--- config.mk ---
export PLATFORM = sky130hd
export DESIGN_NAME = rxf_flags
export DESIGN_NICKNAME = d
export VERILOG_FILES = /design/src/rtl/rxf_fifo.v /design/src/rtl/rxf_flags.v
export VERILOG_INCLUDE_DIRS = /design/src /design/src/rtl
export SDC_FILE = /design/constraint.sdc
export NUM_CORES = 1
export LEC_CHECK = 0
export BUFFER_PORTS_ARGS = -buffer_cell sky130_fd_sc_hd__buf_2
export CAP_MARGIN = 15
export CORE_ASPECT_RATIO = 1.5
export CORE_MARGIN = 2
export CORE_UTILIZATION = 58
export DETAILED_ROUTE_END_ITERATION = 7
export PLACE_DENSITY = 0.91
export SYNTH_ARGS = -nofsm -noshare
export SYNTH_HDL_FRONTEND = slang
export SYNTH_SLANG_ARGS = --single-unit
--- constraint.sdc ---
create_clock -name ref_clk -period 3.3 [get_ports ref_clk]
set_input_delay 0 -clock ref_clk [delete_from_list [all_inputs] [get_ports ref_clk]]
set_output_delay 0 -clock ref_clk [all_outputs]
set_load 0.03 [all_outputs]
--- src/rtl/rxf_map.vh ---
/*
 Register offsets, field positions, reset values and counts for the receive
 status flag block. Assumes a 32-bit APB slave with word-aligned registers.
*/
`ifndef RXF_MAP_VH
`define RXF_MAP_VH
// ==========================================================================
// Register byte offsets.
`define RXF_STATUS_OFS   12'h000
`define RXF_MASK_OFS     12'h004
`define RXF_CTRL_OFS     12'h008
`define RXF_EVENT_OFS    12'h00c
`define RXF_LEVEL_OFS    12'h010
`define RXF_DATA_OFS     12'h014
// ==========================================================================
// Status bit positions.
`define RXF_ST_FULL      0
`define RXF_ST_HALF      1
`define RXF_ST_NEMPTY    2
`define RXF_ST_BUFERR    3
`define RXF_ST_DONE      4
`define RXF_ST_FAULT     5
`define RXF_ST_ZSEED     6
`define RXF_ST_W         7
// ==========================================================================
// Control bit positions and reset values.
`define RXF_CT_TRANS     0
`define RXF_CT_ACKEN     1
`define RXF_CT_GO        2
`define RXF_CTRL_RST     3'h0
`define RXF_MASK_RST     7'h00
// ==========================================================================
// Event sticky bits.
`define RXF_EV_BADCRC    0
`define RXF_EV_EARLY     1
`define RXF_EV_TYPE      2
`define RXF_EV_DROP      3
`define RXF_EV_W         4
// ==========================================================================
// Buffer geometry.
`define RXF_DEPTH        16
`define RXF_HALF_LEVEL   8
`endif
--- src/rtl/rxf_fifo.v ---
/*
 Receive byte buffer in flip-flops with fill level output.
 Assumes one write and one read port in the ref_clk domain, sync reset.
*/
`timescale 1ns/1ps
module rxf_fifo #(
   parameter W  = 8,
   parameter D  = 16,
   parameter AW = 4
) (
   input  wire          ref_clk,
   input  wire          rst,
   input  wire          clr,
   input  wire          wr_en,
   input  wire [W-1:0]  wr_data,
   input  wire          rd_en,
   output wire [W-1:0]  rd_data,
   output reg  [AW:0]   level_q
);
   reg [W-1:0]  mem_q [0:D-1];
   reg [AW-1:0] wp_q;
   reg [AW-1:0] rp_q;
   wire         full  = (level_q == D[AW:0]);
   wire         empty = (level_q == {(AW+1){1'b0}});
   wire         do_wr = wr_en & ~full;
   wire         do_rd = rd_en & ~empty;

   assign rd_data = mem_q[rp_q];

   always @(posedge ref_clk) begin
      if (rst | clr) begin
         wp_q    <= {AW{1'b0}};
         rp_q    <= {AW{1'b0}};
         level_q <= {(AW+1){1'b0}};
      end else begin
         if (do_wr) begin
            mem_q[wp_q] <= wr_data;
            wp_q        <= wp_q + 1'b1;
         end
         if (do_rd) begin
            rp_q <= rp_q + 1'b1;
         end
         if (do_wr & ~do_rd) begin
            level_q <= level_q + 1'b1;
         end else if (do_rd & ~do_wr) begin
            level_q <= level_q - 1'b1;
         end
      end
   end
endmodule

--- src/rtl/rxf_flags.v ---
/*
 Receive status flags with an APB register port and a masked interrupt.
 Assumes the radio front end gives one-cycle event pulses on ref_clk.
*/
`timescale 1ns/1ps
`include "rxf_map.vh"
// Contract
// - full flag tracks buffer completely full
// - half flag at eight or more bytes
// - error on empty read or overrun
// - done after ack in transaction mode
// - reading status clears done flag
// - ack mode error may skip done
module rxf_flags #(
   parameter DEPTH = `RXF_DEPTH,
   parameter HALF  = `RXF_HALF_LEVEL
) (
   input  wire        ref_clk,
   input  wire        rst,
   input  wire        psel,
   input  wire        penable,
   input  wire        pwrite,
   input  wire [11:0] paddr,
   input  wire [31:0] pwdata,
   output wire        pready,
   output reg  [31:0] prdata,
   output wire        pslverr,
   input  wire        rx_byte_valid,
   input  wire [7:0]  rx_byte,
   input  wire        packet_start_symbol,
   input  wire        packet_end_symbol,
   input  wire        rx_valid_packet,
   input  wire        rx_bad_crc,
   input  wire        rx_early_end,
   input  wire        rx_type_error,
   input  wire        rx_zero_seed,
   input  wire        ack_sent,
   output wire        irq
);
   // =======================================================================
   // Bus decode.
   wire acc   = psel & penable;
   wire wr    = acc & pwrite;
   // Reads are captured in the setup cycle so that prdata stands at the access edge.
   wire rd    = psel & ~penable & ~pwrite;
   wire a_st  = (paddr == `RXF_STATUS_OFS);
   wire a_mk  = (paddr == `RXF_MASK_OFS);
   wire a_ct  = (paddr == `RXF_CTRL_OFS);
   wire a_ev  = (paddr == `RXF_EVENT_OFS);
   wire a_lv  = (paddr == `RXF_LEVEL_OFS);
   wire a_dt  = (paddr == `RXF_DATA_OFS);
   wire known = a_st | a_mk | a_ct | a_ev | a_lv | a_dt;
   assign pready  = 1'b1;
   assign pslverr = acc & ~known;

   reg  [2:0]  ctrl_q;
   reg  [6:0]  mask_q;
   reg         buferr_q;
   reg         done_q;
   reg         fault_q;
   reg         zseed_q;
   reg         wait_ack_q;
   reg         in_pkt_q;
   reg  [3:0]  ev_q;
   wire [4:0]  level;
   wire [7:0]  rd_byte;
   wire        trans = ctrl_q[`RXF_CT_TRANS];
   wire        go    = ctrl_q[`RXF_CT_GO];
   wire        dat_rd = rd & a_dt;
   wire        st_rd  = rd & a_st;

   // =======================================================================
   // Buffer.
   rxf_fifo #(.W(8), .D(DEPTH), .AW(4)) u_fifo (
      .ref_clk (ref_clk),
      .rst     (rst),
      .clr     (1'b0),
      .wr_en   (rx_byte_valid),
      .wr_data (rx_byte),
      .rd_en   (dat_rd),
      .rd_data (rd_byte),
      .level_q (level)
   );

   wire full_f  = (level == DEPTH[4:0]);
   wire half_f  = (level >= HALF[4:0]);
   wire nempty_f = (level != 5'h00);

   wire [6:0] status = {zseed_q, fault_q, done_q, buferr_q, nempty_f, half_f, full_f};

   wire drop_ev = packet_start_symbol & nempty_f & ~in_pkt_q;

   // =======================================================================
   // Flag state.
   always @(posedge ref_clk) begin
      if (rst) begin
         ctrl_q     <= `RXF_CTRL_RST;
         mask_q     <= `RXF_MASK_RST;
         buferr_q   <= 1'b0;
         done_q     <= 1'b0;
         fault_q    <= 1'b0;
         zseed_q    <= 1'b0;
         wait_ack_q <= 1'b0;
         in_pkt_q   <= 1'b0;
         ev_q       <= 4'h0;
      end else begin
         if (wr & a_mk) begin
            mask_q <= pwdata[6:0];
         end
         if (wr & a_ct) begin
            ctrl_q <= pwdata[2:0];
         end
         if (packet_start_symbol) begin
            in_pkt_q <= 1'b1;
         end else if (packet_end_symbol | rx_valid_packet) begin
            in_pkt_q <= 1'b0;
         end
         if ((dat_rd & ~nempty_f) | (rx_byte_valid & full_f)) begin
            buferr_q <= 1'b1;
         end else if (go & packet_start_symbol) begin
            buferr_q <= 1'b0;
         end
         if (rx_valid_packet & trans) begin
            wait_ack_q <= 1'b1;
         end else if (ack_sent | packet_start_symbol) begin
            wait_ack_q <= 1'b0;
         end
         if ((rx_valid_packet & ~trans) | (wait_ack_q & ack_sent)) begin
            done_q <= 1'b1;
         end else if (st_rd) begin
            done_q <= 1'b0;
         end
         if (rx_valid_packet) begin
            zseed_q <= rx_zero_seed;
         end
         if (rx_bad_crc | rx_early_end | rx_type_error | drop_ev) begin
            fault_q <= 1'b1;
         end else if (st_rd) begin
            fault_q <= 1'b0;
         end
         if (wr & a_ev) begin
            ev_q <= (ev_q & ~pwdata[3:0]) |
                    {drop_ev, rx_type_error, rx_early_end, rx_bad_crc};
         end else begin
            ev_q <= ev_q | {drop_ev, rx_type_error, rx_early_end, rx_bad_crc};
         end
      end
   end

   assign irq = |(status & mask_q);

   // =======================================================================
   // Read data.
   always @(posedge ref_clk) begin
      if (rst) begin
         prdata <= 32'h00000000;
      end else if (rd) begin
         if (a_st) begin
            prdata <= {25'h0, status};
         end else if (a_mk) begin
            prdata <= {25'h0, mask_q};
         end else if (a_ct) begin
            prdata <= {29'h0, ctrl_q};
         end else if (a_ev) begin
            prdata <= {28'h0, ev_q};
         end else if (a_lv) begin
            prdata <= {27'h0, level};
         end else if (a_dt) begin
            prdata <= {24'h000000, rd_byte};
         end else begin
            prdata <= 32'h00000000;
         end
      end
   end
endmodule

* Word level (Yosys, flattened, before mapping) *
Memories as Yosys holds them, arrays and structs flattened. A register that Yosys moved wholly into a read port is not among the register bits.
Index checks and enable logic that the tools add are counted.

storage, ports and cells
  register bits after elaboration = 65
  RAM bits = 128
  input port bits = 66
  output and inout port bits = 35
  word-level logic and storage cells = 107
  memories kept = 1

memories
  memory        depth  bits a word  rd ports  clocked after Yosys merged registers in  write ports  RTL line       RTL
  u_fifo.mem_q  16     8            1         1                                        1            rxf_fifo.v:20  reg [W-1:0] mem_q [0:D-1];

cells by class
  add/sub/neg operators = 4
  $lt $le $gt $ge = 1
  equality and inequality tests = 6
  multiplexer cells = 23
  bitwise logic cells = 49
  reduce and logical (&&, ||, !) cells = 10

operator list
  operator             number
  $mux 8               6
  $eq 12x4->1 const B  2
  $eq 12x5->1 const B  2
  $and 1x1->1          22
  $eq 12x3->1 const B  1
  $logic_not 12->1     1
  $mux 1               12
  $mux 4               3
  $or 1x1->1           12
  $reduce_bool 2->1    6
  $mux 5               2
  $not 1->1            10
  $add 4x1->4 const B  2
  $or 4x4->4           2
  $and 7x7->7          1
  $reduce_or 7->1      1
  $add 5x1->5 const B  1
  $eq 5x5->1 const B   1
  $ge 5x4->1 const B   1
  $logic_not 5->1      1
  $reduce_bool 5->1    1
  $sub 5x1->5 const B  1
  $and 4x4->4          1
  $not 4->4            1

* Longest topological paths before layout *
Gate-level depths: netlist of the first run.

  word-level depth = 8
  depth in mapped cells = 13
  depth with buffers taken out = 12

* Cells and area by module *
From an unflattened synthesis of the first run, not the netlist that was laid out.

second synthesis, totals
  cells, all modules = 546
  area total of the unflattened synthesis = 7672.4 um^2

by module, submodules not included
  module     times used  cells each  area an instance (um^2)  seq. area each (um^2)
  rxf_fifo   1           308         5820.6                   4184.0
  rxf_flags  1           238         1851.8                   560.5

* Least setup slack after synthesis of the first run *
No wires, ideal clock.

  path kind = register to register
  start point = reg u_fifo.level_q[0]
  end point = reg u_fifo.level_q[4]
  setup time = 0.070 ns
  arrival = 2.845 ns
  setup slack = 0.384 ns
  cell stages (with the launch flop) = 13
  buffers on the path = 0
  path through = dfxtp_1 or4_1 nor2_1 nor3_1 inv_1 ha_1 inv_1 fa_1 a21o_1 a21oi_1 xnor2_1 or3_1 a21oi_1

between the ends
  cells in the longest elaborated chain, start to end = 6
  elaborated cells on any way between the ends = 15
  those cells by class = add/sub (2); eq/ne (1); mux (2); bitwise (8); reduce/logical (2)

RTL lines
  element                                              RTL line       RTL
  from (decl)                                          rxf_fifo.v:18  output reg [AW:0] level_q
  from (signal assigned)                               rxf_fifo.v:34  level_q <= {(AW+1){1'b0}};
  from (signal assigned)                               rxf_fifo.v:44  level_q <= level_q + 1'b1;
  from (signal assigned)                               rxf_fifo.v:46  level_q <= level_q - 1'b1;
  branches (longest 6 deep; another with $sub 5x1->5)  --

Parallel ways; which one is timed is not known. The select of a mux whose other input is x is not followed.
A chain may end at the register's enable or synchronous reset.

* Worst setup path in the final report of the first run *
  start point = reg u_fifo.level_q[3]
  end point = reg u_fifo.level_q[4]

Same word-level chain as after synthesis.

==> key figures, run 1 <==
Clocking
  • Root Driver: clkbuf_16
  • # clock sinks: 173
  • H-tree Lvls: 4
  • CTS tree: built
  • Post-CTS Resized: 0
  • Cts bufs inserted: 17
  • Maximum clock path buffer count: 2
  • Clk_lat worst skew: 440 ps
  • Clock transition at the registers of the reported paths: 70 ps

STA
  • Final min period: 3090 ps
  • RSZ-0062 raised after global routing: no
  • Tcrit/Tclk final: 0.935
  • Smallest hold slack: 115 ps
  • Setup Total Neg Slack: 0 ps
  • Setup Viol. Count Final: 0
  • Final Max Tran Viols: 0
  • Fin. Hold Viols: 0
  • Setup WS post-layout: 214 ps
  • Rel. slew slack: 0.353
  • Fmax: 324 MHz
  • Setup Skew: 10.5 ps
  • Slew @ Worst Pin: 969 ps

Final layout
  • Post-Route Utilization: 0.690
  • Antenna diode count: 0
  • Most frequent cells in the layout: edfxtp_1, nor2_1, buf_2, dfxtp_1, buf_4
  • Post-Layout Inst Area: 0.00889 mm^2
  • Post-layout net count: 696
  • Fillcell total: 763
  • Layout area overhead: 17.3%
  • Commonest non-fill, non-tap cell in the layout: edfxtp_1
  • Fraction of layout cells with a size suffix above 1: 0.221

Synthesis
  • Synth warn: 0
  • Yosys reg bits: 173
  • Top FF cell, synth: edfxtp_1
  • Syn Inst Count: 521
  • Top cell type's share of synthesized area: 0.507
  • Yosys cell types: 66
  • Yosys top cell by area: edfxtp_1
  • Mapped cell area: 0.00758 mm^2
  • Fraction of registers with async set/reset: 0
  • Top cells by area, synth: edfxtp_1, dfxtp_1, mux4_1
  • Register area share after synthesis: 0.626
  • Avg Inst Size Synth: 14.5 um^2
  • EDFF count, synth: 128

Floorplanning
  • Core box area: 0.0129 mm^2
  • DIE WIDTH: 97.3 um
  • # IOs: 101
  • Die Span Y: 144 um
  • Initial Util: 0.588
  • Die area: 0.0140 mm^2
  • FP Rows: 51

Worst setup path
  • Cell Chain, Critical Path: or4_1 -> nor2_1 -> nor3_1 -> inv_1 -> ha_1 -> inv_1 -> ha_1 -> a21o_1 -> a21oi_1 -> xnor2_1 -> or3_1 -> a21oi_1
  • Crit-path max cell delay: 500 ps
  • Worst Path Required: 3670 ps
  • Crit Path Class: reg2reg
  • Worst Setup Start Kind: register
  • Worst setup EP type: register
  • Path depth of the worst reg2reg path: 12
  • CP delay by family, top: simple AND/OR/NAND/NOR gates
  • CP Depth: 12
  • Worst Path Arrival: 3450 ps
  • Crit Path Max Fanout: 8
  • Slowest-stage cell, CP: dfxtp_1
  • Buffers & Inverters on Critical Path: 2

Route
  • Post-Route WL: 20300 um
  • First DRT Iteration DRCs: 559
  • Via density: 6.56
  • Detail Route Antenna Nets: 0
  • Vias: 5198
  • Residual DRC: 0
  • Pre-antenna DRT Iters: 7
  • Routed wire length per instance: 25.6 um

Power and ir drop
  • Worst vdd ir: 409 uV
  • Switch Pwr: 0.00139 W
  • Pleak: 3.20 nW
  • Pwr dens: 566 mW/mm^2
  • Combinational Power Share: 0.106
  • Sequential share of power: 0.485
  • Clock power share: 0.409
  • Switching Fraction: 0.276
  • Internal power: 0.00364 W

Global route
  • First-pass GRT wire length: 30100 um
  • Vias in the first global route: 5319
  • Total gr overflow: 0
  • Antenna violations before repair: 0
  • Overall global routing resource usage: 0.295
  • Largest net degree at the start of global routing: 44

Placed design
  • Pre-CTS worst setup slack: 338 ps
  • DP HPWL: 12200 um
  • IO buf count: 50
  • Gpl congestion: 0.943
  • Placed Area: 0.00797 mm^2

Hold path
  • Worst hold stages: 5
  • Hold Crit Class: in2reg

Status
  • Run status: completed

Flow run
  • Maxcap violations: 0
==> worst reg2reg max path, stage by stage (launching register included) <==
cell and delay [ps]:
dfxtp_1 500, or4_1 200, nor2_1 60, nor3_1 480, inv_1 120, ha_1 260, inv_1 170, ha_1 300
a21o_1 190, a21oi_1 190, xnor2_1 100, or3_1 320, a21oi_1 140
==> worst paths after layout <==
kind / slack, ps / from / end
setup / recovery: 210 / u_fifo.level_q[3] / u_fifo.level_q[4]
hold / removal: 110 / pwrite / buferr_q
setup reg to reg: 210 / u_fifo.level_q[3] / u_fifo.level_q[4]
hold reg to reg: 460 / prdata[5] / prdata[5]
==> metrics by stage <==
step                      total power [W]  cells
after CTS                         0.00501    792
after floorplan                   0.00279    544
after global placement            0.00291    731
final                             0.00503    792
after detailed placement          0.00294    731
after global routing              0.00516    792
==> state kept, by name, summed over array words and instances (netlist names), named ones only <==
| name | flops |
|---|---|
| ctrl_q | 3 |
| mask_q | 7 |
| fault_q | 1 |
| done_q | 1 |
| zseed_q | 1 |
| buferr_q | 1 |
| prdata | 8 |
| in_pkt_q | 1 |
| u_fifo.mem_q | 128 |
| u_fifo.level_q | 5 |
| wait_ack_q | 1 |
| u_fifo.rp_q | 4 |
| u_fifo.wp_q | 4 |
| ev_q | 4 |
==> Yosys cell counts (all sizes together), types with 2 or more instances <==
library cell / instances
o2111ai: 2
xnor2: 7
nor4: 5
nand2: 23
o22ai: 2
ha: 9
or4: 2
o211ai: 2
edfxtp: 128
a311oi: 3
nand3: 14
clkbuf: 11
a21boi: 2
mux4: 34
nand4: 4
nand2b: 3
a21oi: 19
a211oi: 2
inv: 9
or3b: 2
o21ai: 5
a21o: 3
nor3: 8
or3: 4
a22oi: 3
a31oi: 7
xor2: 3
dfxtp: 45
mux2i: 21
nor2: 63
conb: 2
nor2b: 4
nor3b: 3
buf: 42
nand3b: 4
==> per-layer routing <==
layer	part of all wire	vias up	global-route usage	wire, um
li1	-	2156	-	-
met1	0.33	2505	0.311	6730
met2	0.52	418	0.521	10500
met3	0.083	119	0.0652	1680
met4	0.068	0	0.210	1390
met5	0	-	0	0
==> layout make-up <==
class,count,area [um^2],area share
repair buffers,110,773,0.0870
inverters,9,33.8,0.00380
flip-flops and latches,173,4740,0.534
clock inverters,15,209,0.0235
multi-input cells,309,2510,0.282
clock buffers,17,425,0.0478
well taps,159,199,0.0224
==> power groups by stage <==
stage                     Combinational, W  Clock [W]  Sequential, W
after CTS                         0.000515    0.00206        0.00243
after global placement            0.000433          0        0.00247
after floorplan                   0.000323          0        0.00247
after global routing              0.000561    0.00215        0.00244
final                             0.000533    0.00206        0.00244
after detailed placement          0.000460          0        0.00248
==> cells by family (layout without fill, tap and decap cells) <==
family                   count (synthesis)  in the layout  share of synthesized area
flip-flops                             173            173                      0.626
other                                    2             25                   0.000991
multiplexers                            56             56                      0.138
AND/OR/NAND/NOR                        144            144                     0.0934
XOR/XNOR                                10             10                     0.0116
adder cells (fa/ha/maj)                 10             10                     0.0175
buffers and inverters                   62            151                     0.0548
AO/OA/AOI/OAI                           64             64                     0.0576
==> timing repair <==
action / 4_1_cts / 5_1_grt
setup buffers: 0 / 0
endpoints found under the hold margin: 148 / 0
hold buffers: 29 / 0
Power figures use the tool's default switching activity.
==> inputs of run 2 (changes only) <==
CORE_MARGIN = 5   (was 2)
==> run 2 against run 1 <==
Net effect: first-iteration DRC count shrank 15%; utilization shrank 0.20 points; sequential power is essentially flat; wire length shrank 6.7%; register-to-register slack gained 40 ps; final cell count shrank 0.13%; non-clock buffer count shrank 1; power shrank 1.0%; via count shrank 2.2%; combinational power shrank 4.1%; worst hold slack lost 19 ps; setup slack gained 38 ps; critical endpoint unchanged; largest power group unchanged; highest routed layer unchanged.
==> key figures, run 2 (same netlist as run 1, synthesis figures left out) <==
Worst setup path
  • Crit Path Max Fanout: 6 (-2)
  • Buffers & Inverters on Critical Path: 2 (unchanged)
  • Worst Path Required: 3660 ps (about the same)
  • Worst Setup Start Kind: register
  • Cell Chain, Critical Path: or4_1 -> nor2_1 -> nor3_1 -> inv_1 -> ha_1 -> inv_1 -> fa_1 -> a21o_1 -> a21oi_1 -> xnor2_1 -> or3_1 -> a21oi_1
  • CP delay by family, top: simple AND/OR/NAND/NOR gates
  • Slowest-stage cell, CP: or4_1
  • Worst setup EP type: register
  • Crit-path max cell delay: 580 ps (+80 ps)
  • Worst Path Arrival: 3410 ps (-40 ps)
  • R2r startpoint: u_fifo.level_q[0]
  • Path depth of the worst reg2reg path: 12 (unchanged)
  • Crit Path Class: reg2reg
  • Slack of the worst reg-to-reg path: 250 ps (+40 ps)
  • R2r endpoint: u_fifo.level_q[4]

Clocking
  • Clk_lat worst skew: 440 ps (about the same)
  • Hold_buf cts: 29 (unchanged)
  • CTS tree: built
  • Post-CTS Resized: 0 (unchanged)
  • Setup Fix Bufs, Post-CTS: 0 (unchanged)
  • Clock transition at the registers of the reported paths: 80 ps (about the same)
  • Maximum clock path buffer count: 2 (unchanged)
  • H-tree Lvls: 4 (unchanged)
  • Cts bufs inserted: 17 (unchanged)
  • Root Driver: clkbuf_16
  • # clock sinks: 173 (unchanged)

Route
  • Routed wire length per instance: 24.0 um (-6.6%)
  • Via density: 6.42 (-2.1%)
  • Pre-antenna DRT Iters: 5 (-2)
  • Vias: 5082 (-2.2%)
  • Detail Route Antenna Nets: 0 (unchanged)
  • First DRT Iteration DRCs: 473 (-15%)
  • Post-Route WL: 18900 um (-6.7%)
  • Residual DRC: 0 (unchanged)

Global route
  • Overall global routing resource usage: 0.258 (-0.0367)
  • Largest net degree at the start of global routing: 46 (+4.5%)
  • Total gr overflow: 0 (unchanged)
  • Global Route met1 Usage: 0.298 (-0.0135)
  • Met2 usage in global routing: 0.432 (-0.0895)
  • Vias in the first global route: 5153 (-3.1%)
  • Antenna violations before repair: 0 (unchanged)
  • GRT Max-Usage Layer: met2
  • First-pass GRT wire length: 28700 um (-4.9%)
  • Met3 Use GR: 0.0518 (-0.0135)

STA
  • Final min period: 3050 ps (-37.8 ps)
  • Rel. slew slack: 0.383 (+0.0295)
  • Fin. Hold Viols: 0 (unchanged)
  • Smallest hold slack: 95.2 ps (-19.4 ps)
  • Fmax: 328 MHz (+1.2%)
  • Setup Total Neg Slack: 0 ps (unchanged)
  • Slew @ Worst Pin: 925 ps (-44.3 ps)
  • RSZ-0062 raised after global routing: no
  • Final Max Tran Viols: 0 (unchanged)
  • Setup Skew: 14.9 ps (+4.31 ps)
  • Setup Viol. Count Final: 0 (unchanged)
  • Tcrit/Tclk final: 0.924 (-0.0114)

Placed design
  • IO buf count: 50 (unchanged)
  • Inst Count DP: 730 (-0.14%)
  • Placed Area: 0.00796 mm^2 (about the same)
  • Gpl congestion: 0.919 (-2.5%)
  • DP HPWL: 12100 um (-0.40%)

Power and ir drop
  • Pwr dens: 562 mW/mm^2 (-0.72%)
  • Pleak: 3.19 nW (-0.33%)
  • Worst vdd ir: 315 uV (-23%)
  • Tot Pwr: 0.00498 W (-1.0%)

Floorplanning
  • DIE WIDTH: 103 um (+6.2%)
  • FP Rows: 51 (unchanged)
  • Die area: 0.0155 mm^2 (+11%)
  • Initial Util: 0.588 (unchanged)
  • Core box area: 0.0129 mm^2 (unchanged)
  • Die Span Y: 150 um (+4.2%)
  • # IOs: 101 (unchanged)

Final layout
  • Top Registers: u_fifo.mem_q: 128 flops, prdata: 8 flops, mask_q: 7 flops
  • Antenna diode count: 0 (unchanged)
  • Commonest non-fill, non-tap cell in the layout: edfxtp_1
  • Post-layout net count: 695 (-0.14%)
  • Number of flip-flops under the largest register name: 128 (unchanged)
  • Most frequent cells in the layout: edfxtp_1, nor2_1, buf_2, dfxtp_1, buf_4
  • Reg with most FFs: u_fifo.mem_q
  • Layout Cells excl Fill: 791 (-0.13%)
  • Layout area overhead: 17.0%
  • Fraction of layout cells with a size suffix above 1: 0.220 (-0.00123)
  • Post-Layout Inst Area: 0.00886 mm^2 (-0.30%)

Hold path
  • Hold Crit Class: in2reg
  • Worst hold stages: 5 (unchanged)
  • Hold_sp: pwrite
  • Hold EP: buferr_q

Flow run
  • Maxcap violations: 0 (unchanged)

Status
  • Run status: completed
[run 2: cell types whose count changed in the layout (fill, tap and decap cells not counted)]
cell        change
clkinv_2        +1
buf_4           -1
clkinv_4        +1
clkinv_8        -3
inv_8           +4
inv_12          -3
clkinvlp_4      +1
bufinv_16       +1
inv_6           -2
[run 2: how the worst max path moves through the flow]
stage	startpoint	end	slack, ps	depth (start not counted)
final	u_fifo.level_q[0]	u_fifo.level_q[4]	250	12
after global routing	u_fifo.level_q[0]	u_fifo.level_q[4]	90	12
after CTS	u_fifo.level_q[0]	u_fifo.level_q[4]	270	12
after detailed placement	u_fifo.level_q[0]	u_fifo.level_q[4]	300	12
after global placement	u_fifo.level_q[0]	u_fifo.level_q[4]	400	12
after floorplan	u_fifo.level_q[0]	u_fifo.level_q[4]	380	12
[run 2: worst reg2reg max path: stages, from the launching register on]
cell     delay, ps
dfxtp_1        380
or4_1          580
nor2_1         170
nor3_1         130
inv_1           80
ha_1           190
inv_1          120
fa_1           410
a21o_1         180
a21oi_1        170
xnor2_1        100
or3_1          320
a21oi_1        160
[run 2: cell type report]
cell class,instances,area [um^2]
inverters,9,33.8
well taps,159,199
multi-input cells,309,2510
clock inverters,15,190
fillers,776,4030
clock buffers,17,425
repair buffers,109,766
flip-flops and latches,173,4740
[run 2: routing by layer]
layer | wire length (um) | part of all wire
met2 | 9800 | 0.52
met4 | 1110 | 0.059
met5 | 0 | 0
met3 | 1340 | 0.071
met1 | 6700 | 0.35
[run 2: stage by stage]
step / setup WS [ps] / util
6_report: 252 / 0.688
5_1_grt: 94.7 / 0.688
4_1_cts: 271 / 0.688
3_5_place_dp: 302 / 0.617
2_1_floorplan: 384 / -
3_3_place_gp: 401 / 0.617
[run 2: report_power, final]
group,internal (W),total [W],switching (W)
Sequential,0.00239,0.00244,0.0000502
Clock,0.00109,0.00203,0.000938
Combinational,0.000202,0.000511,0.000309
==> inputs of run 3 (changes only) <==
CORE_MARGIN = 3   (was 5)
==> run 3 against run 2 <==
Net effect: first-iteration DRC count grew 28%; register-to-register slack got worse by 40 ps; clock power shrank 5%; power fell by 2.2%; sequential share of layout area is 0.28 points higher; worst hold slack improved by 48 ps; non-clock buffer count grew 1; highest routed layer unchanged; setup slack worse by 36 ps; count of clock-buffer cells in the layout rose by 1.
==> key figures, run 3 (same netlist as run 1, synthesis figures left out) <==
Clocking
  • Clk_lat worst skew: 430 ps (about the same)
  • Maximum clock path buffer count: 2 (unchanged)
  • H-tree Lvls: 4 (unchanged)
  • Post-CTS Resized: 0 (unchanged)
  • Cts bufs inserted: 17 (unchanged)
  • # clock sinks: 173 (unchanged)
  • Root Driver: clkbuf_16
  • Clock transition at the registers of the reported paths: 70 ps (about the same)
  • CTS tree: built

Route
  • Vias: 5026 (-1.1%)
  • Routed wire length per instance: 24.1 um (+0.43%)
  • Pre-antenna DRT Iters: 5 (unchanged)
  • Residual DRC: 0 (unchanged)
  • First DRT Iteration DRCs: 607 (+28%)
  • Post-Route WL: 19000 um (+0.18%)
  • Via density: 6.37 (-0.85%)
  • Detail Route Antenna Nets: 0 (unchanged)

Final layout
  • Number of flip-flops under the largest register name: 128 (unchanged)
  • Post-Route Utilization: 0.698 (+0.0101)
  • Layout area overhead: 16.3%
  • Reg with most FFs: u_fifo.mem_q
  • Top Registers: u_fifo.mem_q: 128 flops, prdata: 8 flops, mask_q: 7 flops
  • Commonest non-fill, non-tap cell in the layout: edfxtp_1
  • Post-layout net count: 696 (+0.14%)
  • Post-Layout Inst Area: 0.00882 mm^2 (-0.52%)
  • Antenna diode count: 0 (unchanged)
  • Fraction of layout cells with a size suffix above 1: 0.218 (-0.00193)
  • Most frequent cells in the layout: edfxtp_1, nor2_1, buf_2, dfxtp_1, buf_4

STA
  • Tcrit/Tclk final: 0.935 (+0.0110)
  • Fmax: 324 MHz (-1.2%)
  • Final Max Tran Viols: 0 (unchanged)
  • Fin. Hold Viols: 0 (unchanged)
  • Rel. slew slack: 0.420 (+0.0373)
  • Setup Skew: 10.1 ps (-4.80 ps)
  • Slew @ Worst Pin: 869 ps (-55.8 ps)
  • Setup Viol. Count Final: 0 (unchanged)
  • Setup Total Neg Slack: 0 ps (unchanged)
  • Smallest hold slack: 143 ps (+48.2 ps)
  • Final min period: 3080 ps (+36.4 ps)
  • RSZ-0062 raised after global routing: no

Power and ir drop
  • Pwr dens: 552 mW/mm^2 (-1.7%)
  • Pleak: 3.15 nW (-0.99%)
  • Worst vdd ir: 295 uV (-6.2%)

Status
  • Run status: completed

Worst setup path
  • Crit Path Class: reg2reg
  • Crit Path Max Fanout: 6 (unchanged)
  • Worst Setup Start Kind: register
  • CP Depth: 12 (unchanged)
  • Worst Path Required: 3660 ps (about the same)
  • Worst Setup SP: u_fifo.level_q[0]
  • Slowest-stage cell, CP: or4_1
  • Slack of the worst reg-to-reg path: 220 ps (-40 ps)
  • Worst Path Arrival: 3440 ps (+30 ps)
  • Crit path to: u_fifo.level_q[4]
  • R2r endpoint: u_fifo.level_q[4]
  • CP delay by family, top: simple AND/OR/NAND/NOR gates
  • R2r startpoint: u_fifo.level_q[0]
  • Worst setup EP type: register
  • Buffers & Inverters on Critical Path: 2 (unchanged)
  • Crit-path max cell delay: 580 ps (about the same)
  • Cell Chain, Critical Path: or4_1 -> nor2_1 -> nor3_1 -> inv_1 -> ha_1 -> inv_1 -> fa_1 -> a21o_1 -> a21oi_1 -> xnor2_1 -> or3_1 -> a21oi_1
  • Path depth of the worst reg2reg path: 12 (unchanged)

Floorplanning
  • Die area: 0.0145 mm^2 (-6.4%)
  • Core box area: 0.0126 mm^2 (-2.0%)
  • DIE WIDTH: 99.3 um (-3.9%)
  • # IOs: 101 (unchanged)
  • Die Span Y: 146 um (-2.7%)
  • FP Rows: 50 (-2.0%)
  • Initial Util: 0.600 (+0.0118)

Global route
  • Overall global routing resource usage: 0.272 (+0.0143)
  • Largest net degree at the start of global routing: 46 (unchanged)
  • First-pass GRT wire length: 29400 um (+2.6%)
  • Antenna violations before repair: 0 (unchanged)
  • Total gr overflow: 0 (unchanged)
  • Vias in the first global route: 5209 (+1.1%)

Placed design
  • Gpl congestion: 0.941 (+2.4%)
  • DP HPWL: 11900 um (-1.7%)
  • Placed Area: 0.00796 mm^2 (about the same)
  • IO buf count: 50 (unchanged)

Hold path
  • Hold Crit Class: in2reg

Flow run
  • Maxcap violations: 0 (unchanged)
run 3: worst min-delay path by stage:
stage               slack, ps     startpoint  cells past startpoint                 end
floorplan                 100     rx_byte[0]                      0  u_fifo.mem_q[0][0]
global placement          220     rx_bad_crc                      3             ev_q[0]
detailed placement        240  rx_type_error                      3             ev_q[2]
CTS                       100         pwrite                      5            buferr_q
global route              150         pwrite                      5            buferr_q
finish                    140            rst                      3           mask_q[1]
run 3: final cells by class:
| type | instances | area (um^2) |
|---|---|---|
| clock buffers | 18 | 429 |
| fillers | 708 | 3820 |
| multi-input cells | 309 | 2510 |
| well taps | 156 | 195 |
| flip-flops and latches | 173 | 4740 |
| clock inverters | 14 | 136 |
| inverters | 9 | 33.8 |
| repair buffers | 110 | 773 |
run 3: metal layers:
| layer | GRT usage | wire (um) |
|---|---|---|
| met1 | 0.316 | 6590 |
| met2 | 0.469 | 10100 |
| met3 | 0.0540 | 1310 |
| met4 | 0.148 | 943 |
| met5 | 0 | 0 |
run 3: worst register-to-register path, delay by kind of cell, from the launching register on:
| kind | cells | cell delay (ps) |
|---|---|---|
| fa+ha+maj | 2 | 630 |
| buf+inv | 2 | 200 |
| compound gates | 3 | 510 |
| xor+xnor | 1 | 100 |
| simple gates | 4 | 1210 |
| flops | 1 | 390 |
run 3: where the power goes:
| group | internal [W] | total (W) | switching [W] | leakage (nW) |
|---|---|---|---|---|
| Clock | 0.00105 | 0.00192 | 0.000861 | 0.262 |
| Combinational | 0.000204 | 0.000515 | 0.000311 | 1.37 |
| Sequential | 0.00239 | 0.00244 | 0.0000501 | 1.52 |
| Total | 0.00364 | 0.00487 | 0.00122 | 3.15 |
run 3: metrics by stage:
stage / setup slack, ps / instances / total power, W
floorplan: 384 / 544 / 0.00279
detailed placement: 315 / 728 / 0.00294
finish: 216 / 789 / 0.00487
global route: 105 / 789 / 0.00502
CTS: 252 / 789 / 0.00487
global placement: 413 / 728 / 0.00291
run 3: what timing repair did:
action | 4_1_cts | 5_1_grt
setup buffers | 0 | 0
hold buffers | 29 | 0
endpoints found under the setup margin | 0 | 0
endpoints found under the hold margin | 148 | 0
